[config.mk]
export PLATFORM = sky130hd
export DESIGN_NAME = host_serial_port_pin_select
export DESIGN_NICKNAME = d
export VERILOG_FILES = /design/src/hdl/host_serial_port_pin_select_pkg.sv /design/src/hdl/host_serial_port_pin_select.sv
export SDC_FILE = /design/constraint.sdc
export NUM_CORES = 1
export LEC_CHECK = 0
export ABC_AREA = 1
export BUFFER_PORTS_ARGS = -buffer_cell sky130_fd_sc_hd__buf_2
export CAP_MARGIN = 20
export CORE_MARGIN = 1
export CORE_UTILIZATION = 51
export DETAILED_ROUTE_END_ITERATION = 10
export PLACE_DENSITY = 0.9
export SYNTH_ARGS = -nofsm -noshare
export SYNTH_HDL_FRONTEND = slang
export SYNTH_SLANG_ARGS = --single-unit
[constraint.sdc]
create_clock -name clk -period 3 [get_ports clk]
set_input_delay 0.15 -clock clk [delete_from_list [all_inputs] [get_ports clk]]
set_output_delay 0.15 -clock clk [all_outputs]
set_load 0.1 [all_outputs]
[src/hdl/host_serial_port_pin_select_pkg.sv]
`default_nettype none
package host_serial_port_pin_select_pkg;

   // ****************************************************************
   // Strap encodings and reset values
   // ****************************************************************

   // Interface-select strap level that picks the two-wire bus.
   localparam logic       MODE_I2C_LEVEL     = 1'b1;
   // Format code every clock output takes after reset.
   localparam logic [2:0] FORMAT_RESET_VALUE = 3'h0;
   // Cycles after reset release before straps are trusted; covers the
   // two synchroniser stages plus one spare cycle.
   localparam int         STRAP_SETTLE_CYCLES = 3;
   localparam logic [1:0] SETTLE_COUNT_LAST   = 2'(STRAP_SETTLE_CYCLES - 1);

   // ****************************************************************
   // Control sequence, Gray coded along reset, settle, run
   // ****************************************************************

   typedef enum logic [1:0] {
      ST_RESET  = 2'b00,
      ST_SETTLE = 2'b01,
      ST_RUN    = 2'b11
   } state_t;

endpackage
`default_nettype wire

[src/hdl/host_serial_port_pin_select.sv]
// Behaviour
// - Strap high selects the two-wire bus, strap low selects SPI.
// - Two-wire mode: shared data pin is open-drain, only ever pulled low.
// - Three-wire SPI: data pin bidirectional; four-wire SPI: data pin input only.
// - In SPI mode the data pin is driven push-pull when it outputs.
// - Two-wire mode: address-one pin is an undriven input giving address bit A1.
// - Four-wire SPI: address-one pin drives read data push-pull to the host.
// - Serial clock pin is input only in both modes; host drives it.
// - Two-wire mode: address-zero pin supplies strapped address bit A0.
// - SPI: host selects with chip select low; transfers only honoured while low.
// - Alert output goes low when any device status has changed.
// - Reset low performs a full reset of all internal logic.
// - Reset loads every register with its default, discarding configuration.
// - Clock outputs stay disabled while reset is in progress.
// - Output signal format comes from a host-programmed register.
`timescale 1ns/1ps
`default_nettype none

module host_serial_port_pin_select #(
   parameter int NUM_OUTPUTS = 4,
   parameter int FORMAT_W    = 3,
   parameter int STATUS_W    = 8
) (
   // Clock and reset.
   input  wire logic                          clk,
   input  wire logic                          reset_n,
   // Strap and serial pins from the host side.
   input  wire logic                          interfaceSelectPin,
   input  wire logic                          serialClockPin,
   input  wire logic                          addressZeroOrChipSelectPin,
   input  wire logic                          dataPinIn,
   output logic                               dataPinOut,
   output logic                               dataPinOe,
   input  wire logic                          addressOneOrDataOutPinIn,
   output logic                               addressOneOrDataOutPinOut,
   output logic                               addressOneOrDataOutPinOe,
   output logic                               status_change_alert_n,
   // Serial engine side.
   output logic                               i2cMode,
   output logic [1:0]                         slaveAddressBits,
   output logic                               spiSelected,
   output logic                               serialClockRise,
   output logic                               serialClockFall,
   output logic                               serialDataIn,
   input  wire logic                          coreDataOut,
   input  wire logic                          coreDataOe,
   // Configuration written by the serial engine, and the clock output enable.
   input  wire logic                          cfgWrite,
   input  wire logic [NUM_OUTPUTS*FORMAT_W:0] cfgData,
   output logic                               threeWireSpi,
   output logic [NUM_OUTPUTS*FORMAT_W-1:0]    outputFormat,
   output logic                               clockOutputsEnable,
   // Device status and alert acknowledge.
   input  wire logic [STATUS_W-1:0]           statusIn,
   input  wire logic                          alertClear
);

   // ****************************************************************
   // Pin synchronisers
   // ****************************************************************

   logic [4:0] pinMeta_r;
   logic [4:0] pinSync_r;
   logic       sclkPrev_r;
   logic       selSync;
   logic       sclkSync;
   logic       csSync;
   logic       dataSync;
   logic       a1Sync;

   // Every pin is asynchronous to clk, so each passes two flops first.
   always_ff @(posedge clk or negedge reset_n) begin
      if (!reset_n) begin
         pinMeta_r <= 5'h0_0;
         pinSync_r <= 5'h0_0;
      end else begin
         pinMeta_r <= {interfaceSelectPin, serialClockPin, addressZeroOrChipSelectPin,
                       dataPinIn, addressOneOrDataOutPinIn};
         pinSync_r <= pinMeta_r;
      end
   end

   assign selSync  = pinSync_r[4];
   assign sclkSync = pinSync_r[3];
   assign csSync   = pinSync_r[2];
   assign dataSync = pinSync_r[1];
   assign a1Sync   = pinSync_r[0];

   // ****************************************************************
   // Reset sequence and strap capture
   // ****************************************************************

   host_serial_port_pin_select_pkg::state_t state_r;
   host_serial_port_pin_select_pkg::state_t state_nxt;
   logic [1:0] settleCount_r;
   logic       settleDone;
   logic       running;

   assign settleDone = (settleCount_r == host_serial_port_pin_select_pkg::SETTLE_COUNT_LAST);
   assign running    = (state_r == host_serial_port_pin_select_pkg::ST_RUN);

   // Next state: wait out the synchronisers before trusting the straps.
   always_comb begin
      state_nxt = state_r;
      case (state_r)
         host_serial_port_pin_select_pkg::ST_RESET: begin
            state_nxt = host_serial_port_pin_select_pkg::ST_SETTLE;
         end
         host_serial_port_pin_select_pkg::ST_SETTLE: begin
            if (settleDone) begin
               state_nxt = host_serial_port_pin_select_pkg::ST_RUN;
            end
         end
         host_serial_port_pin_select_pkg::ST_RUN: begin
            state_nxt = host_serial_port_pin_select_pkg::ST_RUN;
         end
         default: begin
            state_nxt = host_serial_port_pin_select_pkg::ST_RESET;
         end
      endcase
   end

   // Asynchronous reset returns the whole sequence to its start.
   always_ff @(posedge clk or negedge reset_n) begin
      if (!reset_n) begin
         state_r       <= host_serial_port_pin_select_pkg::ST_RESET;
         settleCount_r <= 2'h0;
      end else begin
         state_r <= state_nxt;
         if (state_r == host_serial_port_pin_select_pkg::ST_SETTLE && !settleDone) begin
            settleCount_r <= settleCount_r + 2'h1;
         end
      end
   end

   // Straps are caught once, on the settle-to-run step, so a pin that
   // wiggles later cannot change the mode or address mid-operation.
   always_ff @(posedge clk or negedge reset_n) begin
      if (!reset_n) begin
         i2cMode          <= host_serial_port_pin_select_pkg::MODE_I2C_LEVEL;
         slaveAddressBits <= 2'h0;
      end else if (state_r == host_serial_port_pin_select_pkg::ST_SETTLE && settleDone) begin
         i2cMode          <= (selSync == host_serial_port_pin_select_pkg::MODE_I2C_LEVEL);
         slaveAddressBits <= {a1Sync, csSync};
      end
   end

   // ****************************************************************
   // Serial clock sampling and chip select gating
   // ****************************************************************

   logic csActive;
   logic linkOpen;

   // The serial clock is only ever sampled; no output exists for it.
   assign csActive = running && !i2cMode && !csSync;
   assign linkOpen = running && (i2cMode || !csSync);

   // Edge pulses reach the engine only while the link is open.
   always_ff @(posedge clk or negedge reset_n) begin
      if (!reset_n) begin
         sclkPrev_r      <= 1'b0;
         serialClockRise <= 1'b0;
         serialClockFall <= 1'b0;
         spiSelected     <= 1'b0;
         serialDataIn    <= 1'b0;
      end else begin
         sclkPrev_r      <= sclkSync;
         serialClockRise <= linkOpen && sclkSync && !sclkPrev_r;
         serialClockFall <= linkOpen && !sclkSync && sclkPrev_r;
         spiSelected     <= csActive;
         serialDataIn    <= dataSync;
      end
   end

   // ****************************************************************
   // Pin drivers
   // ****************************************************************

   // Two-wire mode only ever pulls low; SPI drives both levels.
   always_ff @(posedge clk or negedge reset_n) begin
      if (!reset_n) begin
         dataPinOut                <= 1'b0;
         dataPinOe                 <= 1'b0;
         addressOneOrDataOutPinOut <= 1'b0;
         addressOneOrDataOutPinOe  <= 1'b0;
      end else if (running && i2cMode) begin
         dataPinOut                <= 1'b0;
         dataPinOe                 <= coreDataOe;
         addressOneOrDataOutPinOut <= 1'b0;
         addressOneOrDataOutPinOe  <= 1'b0;
      end else begin
         dataPinOut                <= coreDataOut;
         dataPinOe                 <= csActive && threeWireSpi && coreDataOe;
         addressOneOrDataOutPinOut <= coreDataOut;
         addressOneOrDataOutPinOe  <= csActive && !threeWireSpi;
      end
   end

   // ****************************************************************
   // Configuration and clock output enable
   // ****************************************************************

   // Reset discards any format the host wrote; writes count only in run.
   always_ff @(posedge clk or negedge reset_n) begin
      if (!reset_n) begin
         outputFormat <= {NUM_OUTPUTS{host_serial_port_pin_select_pkg::FORMAT_RESET_VALUE}};
         threeWireSpi <= 1'b0;
      end else if (running && cfgWrite) begin
         outputFormat <= cfgData[NUM_OUTPUTS*FORMAT_W-1:0];
         threeWireSpi <= cfgData[NUM_OUTPUTS*FORMAT_W];
      end
   end

   // Outputs stay off until the reset sequence has reached run.
   always_ff @(posedge clk or negedge reset_n) begin
      if (!reset_n) begin
         clockOutputsEnable <= 1'b0;
      end else begin
         clockOutputsEnable <= (state_nxt == host_serial_port_pin_select_pkg::ST_RUN);
      end
   end

   // ****************************************************************
   // Status change alert
   // ****************************************************************

   logic [STATUS_W-1:0] statusPrev_r;
   logic                statusChanged;

   assign statusChanged = running && (statusIn != statusPrev_r);

   // A change in the same cycle as the clear wins, so no event is lost.
   always_ff @(posedge clk or negedge reset_n) begin
      if (!reset_n) begin
         statusPrev_r          <= '0;
         status_change_alert_n <= 1'b1;
      end else begin
         statusPrev_r <= statusIn;
         if (statusChanged) begin
            status_change_alert_n <= 1'b0;
         end else if (alertClear) begin
            status_change_alert_n <= 1'b1;
         end
      end
   end
endmodule

`default_nettype wire

==> results of run 1 <==
==> where the power goes <==
part           switching [mW]  internal, mW  total [mW]
clock network           0.183         0.138       0.321
registers              0.0191         0.685       0.704
logic                   0.249        0.0870       0.336
total                   0.451         0.910        1.36
==> worst max path at each step <==
stage | start | end | cells past startpoint
2_1_floorplan | addressOneOrDataOutPinOut$_DFF_PN0_ | dataPinOut | 1
4_1_cts | i2cMode$_DFFE_PN1P_ | i2cMode | 1
6_report | i2cMode$_DFFE_PN1P_ | i2cMode | 1
3_5_place_dp | state_r[0]$_DFF_PN0_ | outputFormat[11]$_DFFE_PN0P_ | 4
3_3_place_gp | state_r[0]$_DFF_PN0_ | outputFormat[11]$_DFFE_PN0P_ | 4
5_1_grt | i2cMode$_DFFE_PN1P_ | i2cMode | 1
==> stage by stage <==
step	setup slack, ns	area, µm²
2_1_floorplan	1.53	1740
3_3_place_gp	1.72	2060
3_5_place_dp	1.68	2060
4_1_cts	1.47	2280
5_1_grt	1.41	2370
6_report	1.48	2370
==> what timing repair did <==
action | CTS | global route
setup buffers | 0 | 0
endpoints found under the hold margin | 60 | 7
hold buffers | 15 | 7
resized for setup | 0 | 0
==> logic make-up after synthesis <==
logic type / synth area share, %
xor gates and xnor gates: 2.02
and+or+nand+nor: 9.94
buffers and inverters: 4.61
muxes: 11.9
AOI/OAI and AO/OA: 1.58
adders and majority gates: 0.720
DFF: 69.3
==> final cells by class <==
type | instances | area share (%)
Sequential cell | 48 | 50.8
Timing Repair Buffer | 80 | 22.2
Multi-Input combinational cell | 65 | 19.2
Clock buffer | 8 | 2.91
Inverter | 16 | 2.59
Tap cell | 44 | 2.32
==> layer usage <==
layer  GRT usage (%)  wire length (µm)  part of all wire (%)  vias up
li1                -                 -                     -      578
met1            23.5              1340                    39      574
met2            33.6              1800                    52       52
met3            6.82               157                   4.6       15
met4            14.6               136                   4.0        0
met5               0                 0                     0        -
==> state kept, by name, indices dropped and copies added (netlist names), 2 cells and up <==
name,cells
outputFormat,12
state_r,2
slaveAddressBits,2
statusPrev_r,8
pinMeta_r,5
settleCount_r,2
pinSync_r,5
==> cell usage in the layout (no fill, tap or decap) <==
master,n
a21boi_0,1
a21oi_1,1
buf_12,1
buf_2,57
clkbuf_1,1
clkbuf_4,5
clkbuf_8,2
clkinv_2,1
dfrtp_1,46
dfstp_2,2
dlygate4sd3_1,22
ha_1,1
inv_1,15
mux2_2,5
mux2_4,10
nand2_1,28
nand2_2,1
nand2_4,1
nand3_1,1
nand3b_1,1
nor2_1,4
nor3_1,2
nor4_1,1
o21ai_0,3
or2_2,1
xnor2_1,3
xor2_1,1
==> results by group, run 1 <==
Critical path
  • Slowest cell on crit path: dfstp_2
  • Critical path's largest stage delay: 0.59 ns
  • Reg-to-reg startpoint: state_r[0]$_DFF_PN0_
  • Critical path required time: 2.85 ns
  • WP buf/inv: 1
  • Arr. time, crit path: 1.37 ns
  • Setup CP Type: reg -> out
  • Delay-heaviest family, CP: flip-flops
  • Flop2flop setup slack: 1.65 ns
  • CP Capture Type: primary output
  • CP Launch Type: flop
  • Crit-path max FO: 6
  • Critical R2R Capture: threeWireSpi$_DFFE_PN0P_
  • R2r worst-path depth: 4
  • CP Cell Sequence: buf_2

Final layout
  • Filler cell count: ~220
  • Antenna cell count: 0
  • Final Core Density: roughly 75%
  • Share of layout cells above drive strength 1: between 30% and 40%
  • Area grow syn2layout: 36.3%
  • Final nets: 249
  • Multi-input logic area: 454 µm²
  • Seq. cell area: about 1200 µm²
  • Non-Filler Instances: 261

STA
  • Max Fclk: 0.657 GHz
  • Relative slew slack: 66.4%
  • Hold slack: 0.0206 ns
  • Final Max Tran Viols: 0
  • Setup TNS: 0 ns
  • Minimum clock period: 1.52 ns
  • Final Hold Fails: 0
  • Worst Max-Slew Pin Slew: 0.508 ns
  • Setup-failing EPs final: 0
  • RSZ-0062 raised after global routing: false
  • Crit share post-route: between 50% and 60%
  • Worst clock skew: 0.0125 ns

Hold path
  • Worst Hold Class: in -> reg
  • Hold path endpoint: outputFormat[0]$_DFFE_PN0P_
  • Hold Path Stages: 2
  • Hold path start: cfgData[0]

GRT
  • GR Overflow Total: 0
  • Total GRT Usage: 20.9%
  • Initial antenna violation count: 0
  • Vias in the first global route: 1,171
  • First-pass GRT wire length: 5200 µm
  • Largest net degree at the start of global routing: 49

Clocking
  • Clock Sinks: 48
  • Num CTS Buffers: 5
  • CTS root buf: clkbuf_4
  • CTS tree: built
  • Worst-Skew Late Latency: 0.35 ns
  • Clock-pin slew on the worst setup and hold paths: 0.13 ns
  • Htree depth: 2
  • Clk buf depth: 2

Run status
  • Outcome: finished, final reports clean

Logic synthesis
  • FF+latch count, synth: 48
  • Synth area leaders: dfrtp_1 66%, mux2_4 8.6%, nand2_1 6.0%
  • Ys flop type: dfrtp_1
  • Synth async-reset ratio: 100%
  • Seq/Total Area, Yosys: around 69%
  • Syn. warnings: 0
  • Synth top cells by count: 46 x dfrtp_1, 28 x nand2_1, 15 x inv_1
  • Yosys top cell area share: 66.2%
  • Most common cell in the netlist: dfrtp_1
  • Synth Cell Area: 1740 µm²
  • Cell variety after synth: 23
  • Post-synth EDFFs: 0
  • Cells after Synth: 131
  • Syn avg cell area: 13.3 µm²
  • Top cell type by total area after synthesis: dfrtp_1
  • Synthesized Nets: 164

Detailed routing
  • Drt wl/cell: 13.1 µm
  • Final ANT Viol Nets: 0
  • DR DRC count: 0
  • Via count: around 1,200
  • Final WL: 3430 µm
  • Number of DRC markers in iteration 0: 52
  • Vias/cell: 4.67
  • DRT Pass-1 Iters: 4

Floorplan
  • DIE AREA: 3650 µm²
  • Starting Density: 55.1%
  • Row cnt: 20
  • Die Span X: just over 60 µm
  • IO Pins: 58
  • Core Area: between 3000 and 4000 µm²
  • Die Y: 60.4 µm

Pwr
  • Static leakage: 1.23 nW
  • PwrDens: 575 nW/µm²
  • Worst vdd ir: between 0.0003 and 0.0004 V
  • Pwr Total: approximately 1.4 mW

Placed design
  • Placed Instances: 230
  • Placer's final routability congestion estimate: 0.734
  • Input/output buffers: 57
  • HPWL after DPL: 1910 µm

Run
  • Max Cap Viol: 0
No activity file was read; power rests on OpenSTA's default activity.
==> run 2: changes to the inputs <==
Settings changed: CORE_UTILIZATION 51 to 44, PLACE_DENSITY 0.9 to 0.83.
Clock period 3 ns to 1.2 ns, I/O delays scaled along.
==> run 2 against run 1 <==
Compared with the run above:
- critical path depth stayed put
- global-route usage is 0.62 points lower
- design area is 11% higher
- clock power grew to 3.1 times the previous value
- die area is 15% higher
- final cell count is 6.5% higher
- critical endpoint unchanged
==> results by group, run 2 (same netlist as run 1, synthesis figures left out) <==
Detailed routing
  • DRT Pass-1 Iters: 4
  • Final ANT Viol Nets: 0
  • Final WL: between 3000 and 4000 µm
  • Via count: 1,296
  • Drt wl/cell: 13.9 µm
  • DR DRC count: 0
  • Vias/cell: 4.66
  • Number of DRC markers in iteration 0: 78

Final layout
  • Area grow syn2layout: 51.1%
  • Most frequent cells in the layout: 54 x buf_2, 31 x dfrtp_1, 29 x dlygate4sd3_1, 28 x nand2_1, 15 x dfrtp_2
  • Multi-input logic area: between 500 and 600 µm²
  • Final nets: approximately 260
  • Max reg flops: 12
  • Top flop regs: outputFormat (12), statusPrev_r (8)
  • Commonest non-fill, non-tap cell in the layout: buf_2
  • Top reg by flops: outputFormat
  • Seq. cell area: ~1200 µm²
  • Antenna cell count: 0
  • Share of layout cells above drive strength 1: 48.7%
  • Filler cell count: 259
  • Final Core Density: 70.7%

STA
  • Final setup margin: 0.00829 ns
  • Worst clock skew: 0.0132 ns
  • Final Max Tran Viols: 0
  • Crit share post-route: around 99%
  • Final Hold Fails: 0
  • RSZ-0062 raised after global routing: true
  • Hold slack: between 0.02 and 0.03 ns
  • Relative slew slack: between 60% and 70%
  • Max Fclk: ~0.84 GHz
  • Minimum clock period: about 1.2 ns
  • Worst Max-Slew Pin Slew: 0.499 ns
  • Setup-failing EPs final: 0

Pwr
  • PwrDens: 1390 nW/µm²
  • Worst vdd ir: ~0.0010 V
  • Static leakage: 1.30 nW

GRT
  • Vias in the first global route: 1,318
  • Largest net degree at the start of global routing: 49
  • GR Overflow Total: 0
  • Initial antenna violation count: 0
  • Total GRT Usage: 20.2%
  • First-pass GRT wire length: 6010 µm

Critical path
  • R2r worst-path depth: 4
  • Setup CP Type: reg -> out
  • Flop2flop setup slack: roughly 0.03 ns
  • Critical path required time: ~1.1 ns
  • CP Cell Sequence: buf_12
  • WP buf/inv: 1
  • Critical path's largest stage delay: 0.65 ns
  • Delay-heaviest family, CP: flip-flops
  • CP Launch Type: flop
  • Arr. time, crit path: 1.13 ns
  • Reg-to-reg startpoint: state_r[1]$_DFF_PN0_
  • Crit-path max FO: 4
  • CP Capture Type: primary output
  • Critical R2R Capture: outputFormat[10]$_DFFE_PN0P_
  • Slowest cell on crit path: dfstp_4

Clocking
  • Clock Sinks: 48
  • Clock-pin slew on the worst setup and hold paths: approximately 0.08 ns
  • CTS root buf: clkbuf_8
  • Num CTS Buffers: 5
  • Worst-Skew Late Latency: 0.31 ns
  • Clk buf depth: 2
  • Htree depth: 2
  • CTS tree: built

Floorplan
  • DIE AREA: 4200 µm²
  • Core Area: 3720 µm²
  • Die Y: 64.8 µm
  • IO Pins: between 50 and 60
  • Die Span X: 64.8 µm
  • Row cnt: 22
  • Starting Density: 46.8%

Hold path
  • Hold path start: cfgData[12]
  • Worst Hold Class: in -> reg
  • Hold path endpoint: threeWireSpi$_DFFE_PN0P_
  • Hold Path Stages: 2

Placed design
  • Dpl ws: -0.0224 ns
  • HPWL after DPL: 2260 µm
  • Placer's final routability congestion estimate: 0.778
  • Input/output buffers: 57

Run
  • Max Cap Viol: 0

Run status
  • Outcome: finished, final reports clean
-- run 2: routing by layer --
| layer | part of all wire [%] | vias up | track usage, % |
|---|---|---|---|
| met5 | 0 | - | 0 |
| met3 | 4.0 | 12 | 3.87 |
| met1 | 40 | 625 | 22.3 |
| met4 | 3.6 | 0 | 13.6 |
| met2 | 53 | 57 | 35.0 |
| li1 | - | 602 | - |
-- run 2: worst max-delay path by stage --
stage	start	to	cells past startpoint
2_1_floorplan	state_r[0]$_DFF_PN0_	outputFormat[10]$_DFFE_PN0P_	5
3_3_place_gp	state_r[1]$_DFF_PN0_	threeWireSpi$_DFFE_PN0P_	4
3_5_place_dp	state_r[1]$_DFF_PN0_	outputFormat[11]$_DFFE_PN0P_	4
4_1_cts	i2cMode$_DFFE_PN1P_	i2cMode	1
5_1_grt	i2cMode$_DFFE_PN1P_	i2cMode	1
6_report	i2cMode$_DFFE_PN1P_	i2cMode	1
-- run 2: metrics by stage --
stage / cell area, µm² / std cells / setup TNS [ns] / power [mW]
2_1_floorplan: 1770 / 131 / -0.215 / 2.40
3_3_place_gp: 2170 / 239 / 0 / 2.57
3_5_place_dp: 2170 / 239 / -0.0569 / 2.59
4_1_cts: 2570 / 276 / 0 / 3.65
5_1_grt: 2630 / 278 / -0.0611 / 3.80
6_report: 2630 / 278 / 0 / 3.66
-- run 2: repair_timing --
item,in CTS,in global routing
pin swaps,0,4
endpoints found under the setup margin,6,9
endpoints found under the hold margin,75,1
hold buffers,28,1
setup buffers,1,0
cloned,0,1
resized for setup,3,8
-- run 2: power by group --
group	total (mW)	internal (mW)	switching [mW]
combinational	0.874	0.248	0.626
sequential	1.77	1.72	0.0508
clock	1.01	0.467	0.547
-- run 2: layout make-up --
type	count	share of cell area, %
clock inverters	2	0.572
well taps	48	2.29
multi-input cells	66	19.5
clock buffers	6	3.14
flip-flops and latches	48	46.7
inverters	16	2.48
repair buffers	92	25.3
==> run 3: changes to the inputs <==
Settings changed: SETUP_SLACK_MARGIN set to 0.1.
==> run 3 against run 2 <==
Compared with the run above:
- count of clock-buffer cells in the layout rose by 1
- sequential share of layout area fell by 2.0 points
- highest routed layer unchanged
- worst hold slack got worse by 0.021 ns
- flip-flop and latch count did not move
- critical path type is now reg -> reg
- fmax rose by 1.6%
- sequential power barely moved
- clock power barely moved
==> results by group, run 3 (same netlist as run 1, synthesis figures left out) <==
Detailed routing
  • Vias/cell: 4.47
  • DRT Pass-1 Iters: 4
  • Drt wl/cell: around 14 µm
  • Final ANT Viol Nets: 0
  • Via count: between 1,000 and 1,500
  • Final WL: between 3000 and 4000 µm
  • Number of DRC markers in iteration 0: 39
  • DR DRC count: 0

STA
  • Worst Max-Slew Pin Slew: 0.388 ns
  • Setup-failing EPs final: 0
  • Relative slew slack: roughly 74%
  • RSZ-0062 raised after global routing: true
  • Minimum clock period: 1.17 ns
  • Final Max Tran Viols: 0
  • Crit share post-route: slightly below 100%
  • Final Hold Fails: 0
  • Final setup margin: about 0.027 ns
  • Max Fclk: 0.853 GHz
  • Worst clock skew: between 0.003 and 0.004 ns

Floorplan
  • Die Span X: 64.8 µm
  • Row cnt: 22
  • Starting Density: 46.8%
  • Core Area: 3720 µm²
  • Die Y: 64.8 µm
  • IO Pins: 58
  • DIE AREA: 4200 µm²

Clocking
  • Num CTS Buffers: 5
  • Clock-pin slew on the worst setup and hold paths: 0.08 ns
  • CTS root buf: clkbuf_8
  • Clk buf depth: 2
  • CTS tree: built
  • Clock Sinks: 48
  • Htree depth: 2
  • Worst-Skew Late Latency: 0.30 ns

Placed design
  • Dpl ws: -0.0393 ns
  • Placer's final routability congestion estimate: 0.784
  • Input/output buffers: 57
  • HPWL after DPL: ~2200 µm

GRT
  • Met1 Use GR: 22.1%
  • GR peak layer: met2
  • Largest net degree at the start of global routing: 22
  • Met3 track demand over resource: about 5.6%
  • GR Util met2: 35.7%
  • First-pass GRT wire length: roughly 6000 µm
  • GR Overflow Total: 0
  • Total GRT Usage: 20.2%
  • Initial antenna violation count: 0
  • Vias in the first global route: 1,324

Hold path
  • Hold path start: coreDataOe
  • Hold Path Stages: 2
  • Hold path endpoint: dataPinOe$_DFF_PN0_
  • Worst Hold Class: in -> reg

Critical path
  • Arr. time, crit path: between 1 and 1.5 ns
  • R2r worst-path depth: 4
  • Critical path required time: roughly 1.4 ns
  • CP Capture Type: flop
  • Critical R2R Capture: outputFormat[4]$_DFFE_PN0P_
  • CP Launch Type: flop
  • Flop2flop setup slack: 0.03 ns
  • Critical path's largest stage delay: 0.40 ns
  • Setup CP Type: reg -> reg
  • Reg-to-reg startpoint: state_r[0]$_DFF_PN0_
  • Crit-path max FO: 7
  • Slowest cell on crit path: dfrtp_1
  • CP Cell Sequence: nand2_2 > clkinv_4 > nand2_8 > mux2_4

Pwr
  • PwrDens: 1340 nW/µm²
  • Static leakage: 1.35 nW
  • Pwr Total: roughly 3.7 mW
  • Worst vdd ir: around 0.00091 V

Run status
  • Outcome: finished, final reports clean

Final layout
  • Commonest non-fill, non-tap cell in the layout: buf_2
  • Multi-input logic area: roughly 560 µm²
  • Most frequent cells in the layout: 31 x buf_2, 30 x dfrtp_1, 28 x dlygate4sd3_1, 27 x nand2_1, 25 x buf_4
  • Area grow syn2layout: 58.0%
  • Seq. cell area: 1230 µm²
  • Top reg by flops: outputFormat
  • Antenna cell count: 0
  • Share of layout cells above drive strength 1: between 50% and 60%
  • Filler cell count: 242
  • Final nets: 264
  • Max reg flops: 12
  • Top flop regs: outputFormat (12), statusPrev_r (8)

Run
  • Max Cap Viol: 0
-- run 3: cell count changes in the layout (fill, tap and decap cells not counted), moves of 2 or more --
cell / delta
buf_2: -23
buf_4: +19
buf_6: +2
clkbuf_4: +5
mux2_2: -3
mux2_4: +3
o21ai_0: -2
-- run 3: worst max-delay path, delay by kind of cell, from the launching register on --
family	cells	cell delay, ns
DFF	1	0.40
muxes	1	0.31
and+or+nand+nor	2	0.24
buffers and inverters	1	0.11
-- run 3: routing by layer --
layer,up-vias,wire length [µm]
met5,-,0
met4,0,94
met3,7,155
met2,43,2050
met1,591,1490
li1,611,-
-- run 3: repair_timing --
action | CTS | global route
setup endpoints to repair | 39 | 29
endpoints found under the hold margin | 60 | 1
gates resized for setup | 26 | 20
hold buffers | 27 | 1
cloned | 1 | 0
setup buffers | 2 | 1
pin swaps | 4 | 4
-- run 3: worst max path at each step --
stage	startpoint	to	slack, ns	depth (start not counted)
floorplan	state_r[0]$_DFF_PN0_	outputFormat[10]$_DFFE_PN0P_	-0.05	5
global placement	state_r[0]$_DFF_PN0_	outputFormat[0]$_DFFE_PN0P_	-0.001	4
detailed placement	state_r[0]$_DFF_PN0_	outputFormat[0]$_DFFE_PN0P_	-0.04	4
CTS	state_r[0]$_DFF_PN0_	outputFormat[0]$_DFFE_PN0P_	0.03	4
global route	state_r[0]$_DFF_PN0_	threeWireSpi$_DFFE_PN0P_	-0.007	4
finish	state_r[0]$_DFF_PN0_	outputFormat[4]$_DFFE_PN0P_	0.03	4
-- run 3: cell type report --
type	instances	area share, %
multi-input combinational	66	20.2
inverter	16	2.37
tap	48	2.19
clock inverter	1	0.273
sequential	48	44.7
timing repair buffer	94	27.1
clock buffer	7	3.14
-- run 3: report_power, final --
group          internal [mW]  total, mW  leakage [nW]  switching [mW]
clock                  0.468      0.982        0.0445           0.514
combinational          0.291      0.926         0.767           0.635
sequential              1.72       1.77         0.541          0.0539
total                   2.48       3.68          1.35            1.20
-- run 3: per-stage QoR --
step / instances / setup TNS [ns] / area [µm²] / util (%) / hold WS [ns]
6_report: 280 / 0 / 2750 / 73.9 / 0.00502
5_1_grt: 280 / -0.0105 / 2750 / 73.9 / 0.00540
4_1_cts: 278 / 0 / 2660 / 71.6 / 0.000847
3_5_place_dp: 240 / -0.121 / 2190 / 58.9 / 0.00163
3_3_place_gp: 240 / -0.00258 / 2190 / 58.9 / 0.00652
2_1_floorplan: 131 / -0.458 / 1780 / - / -0.236
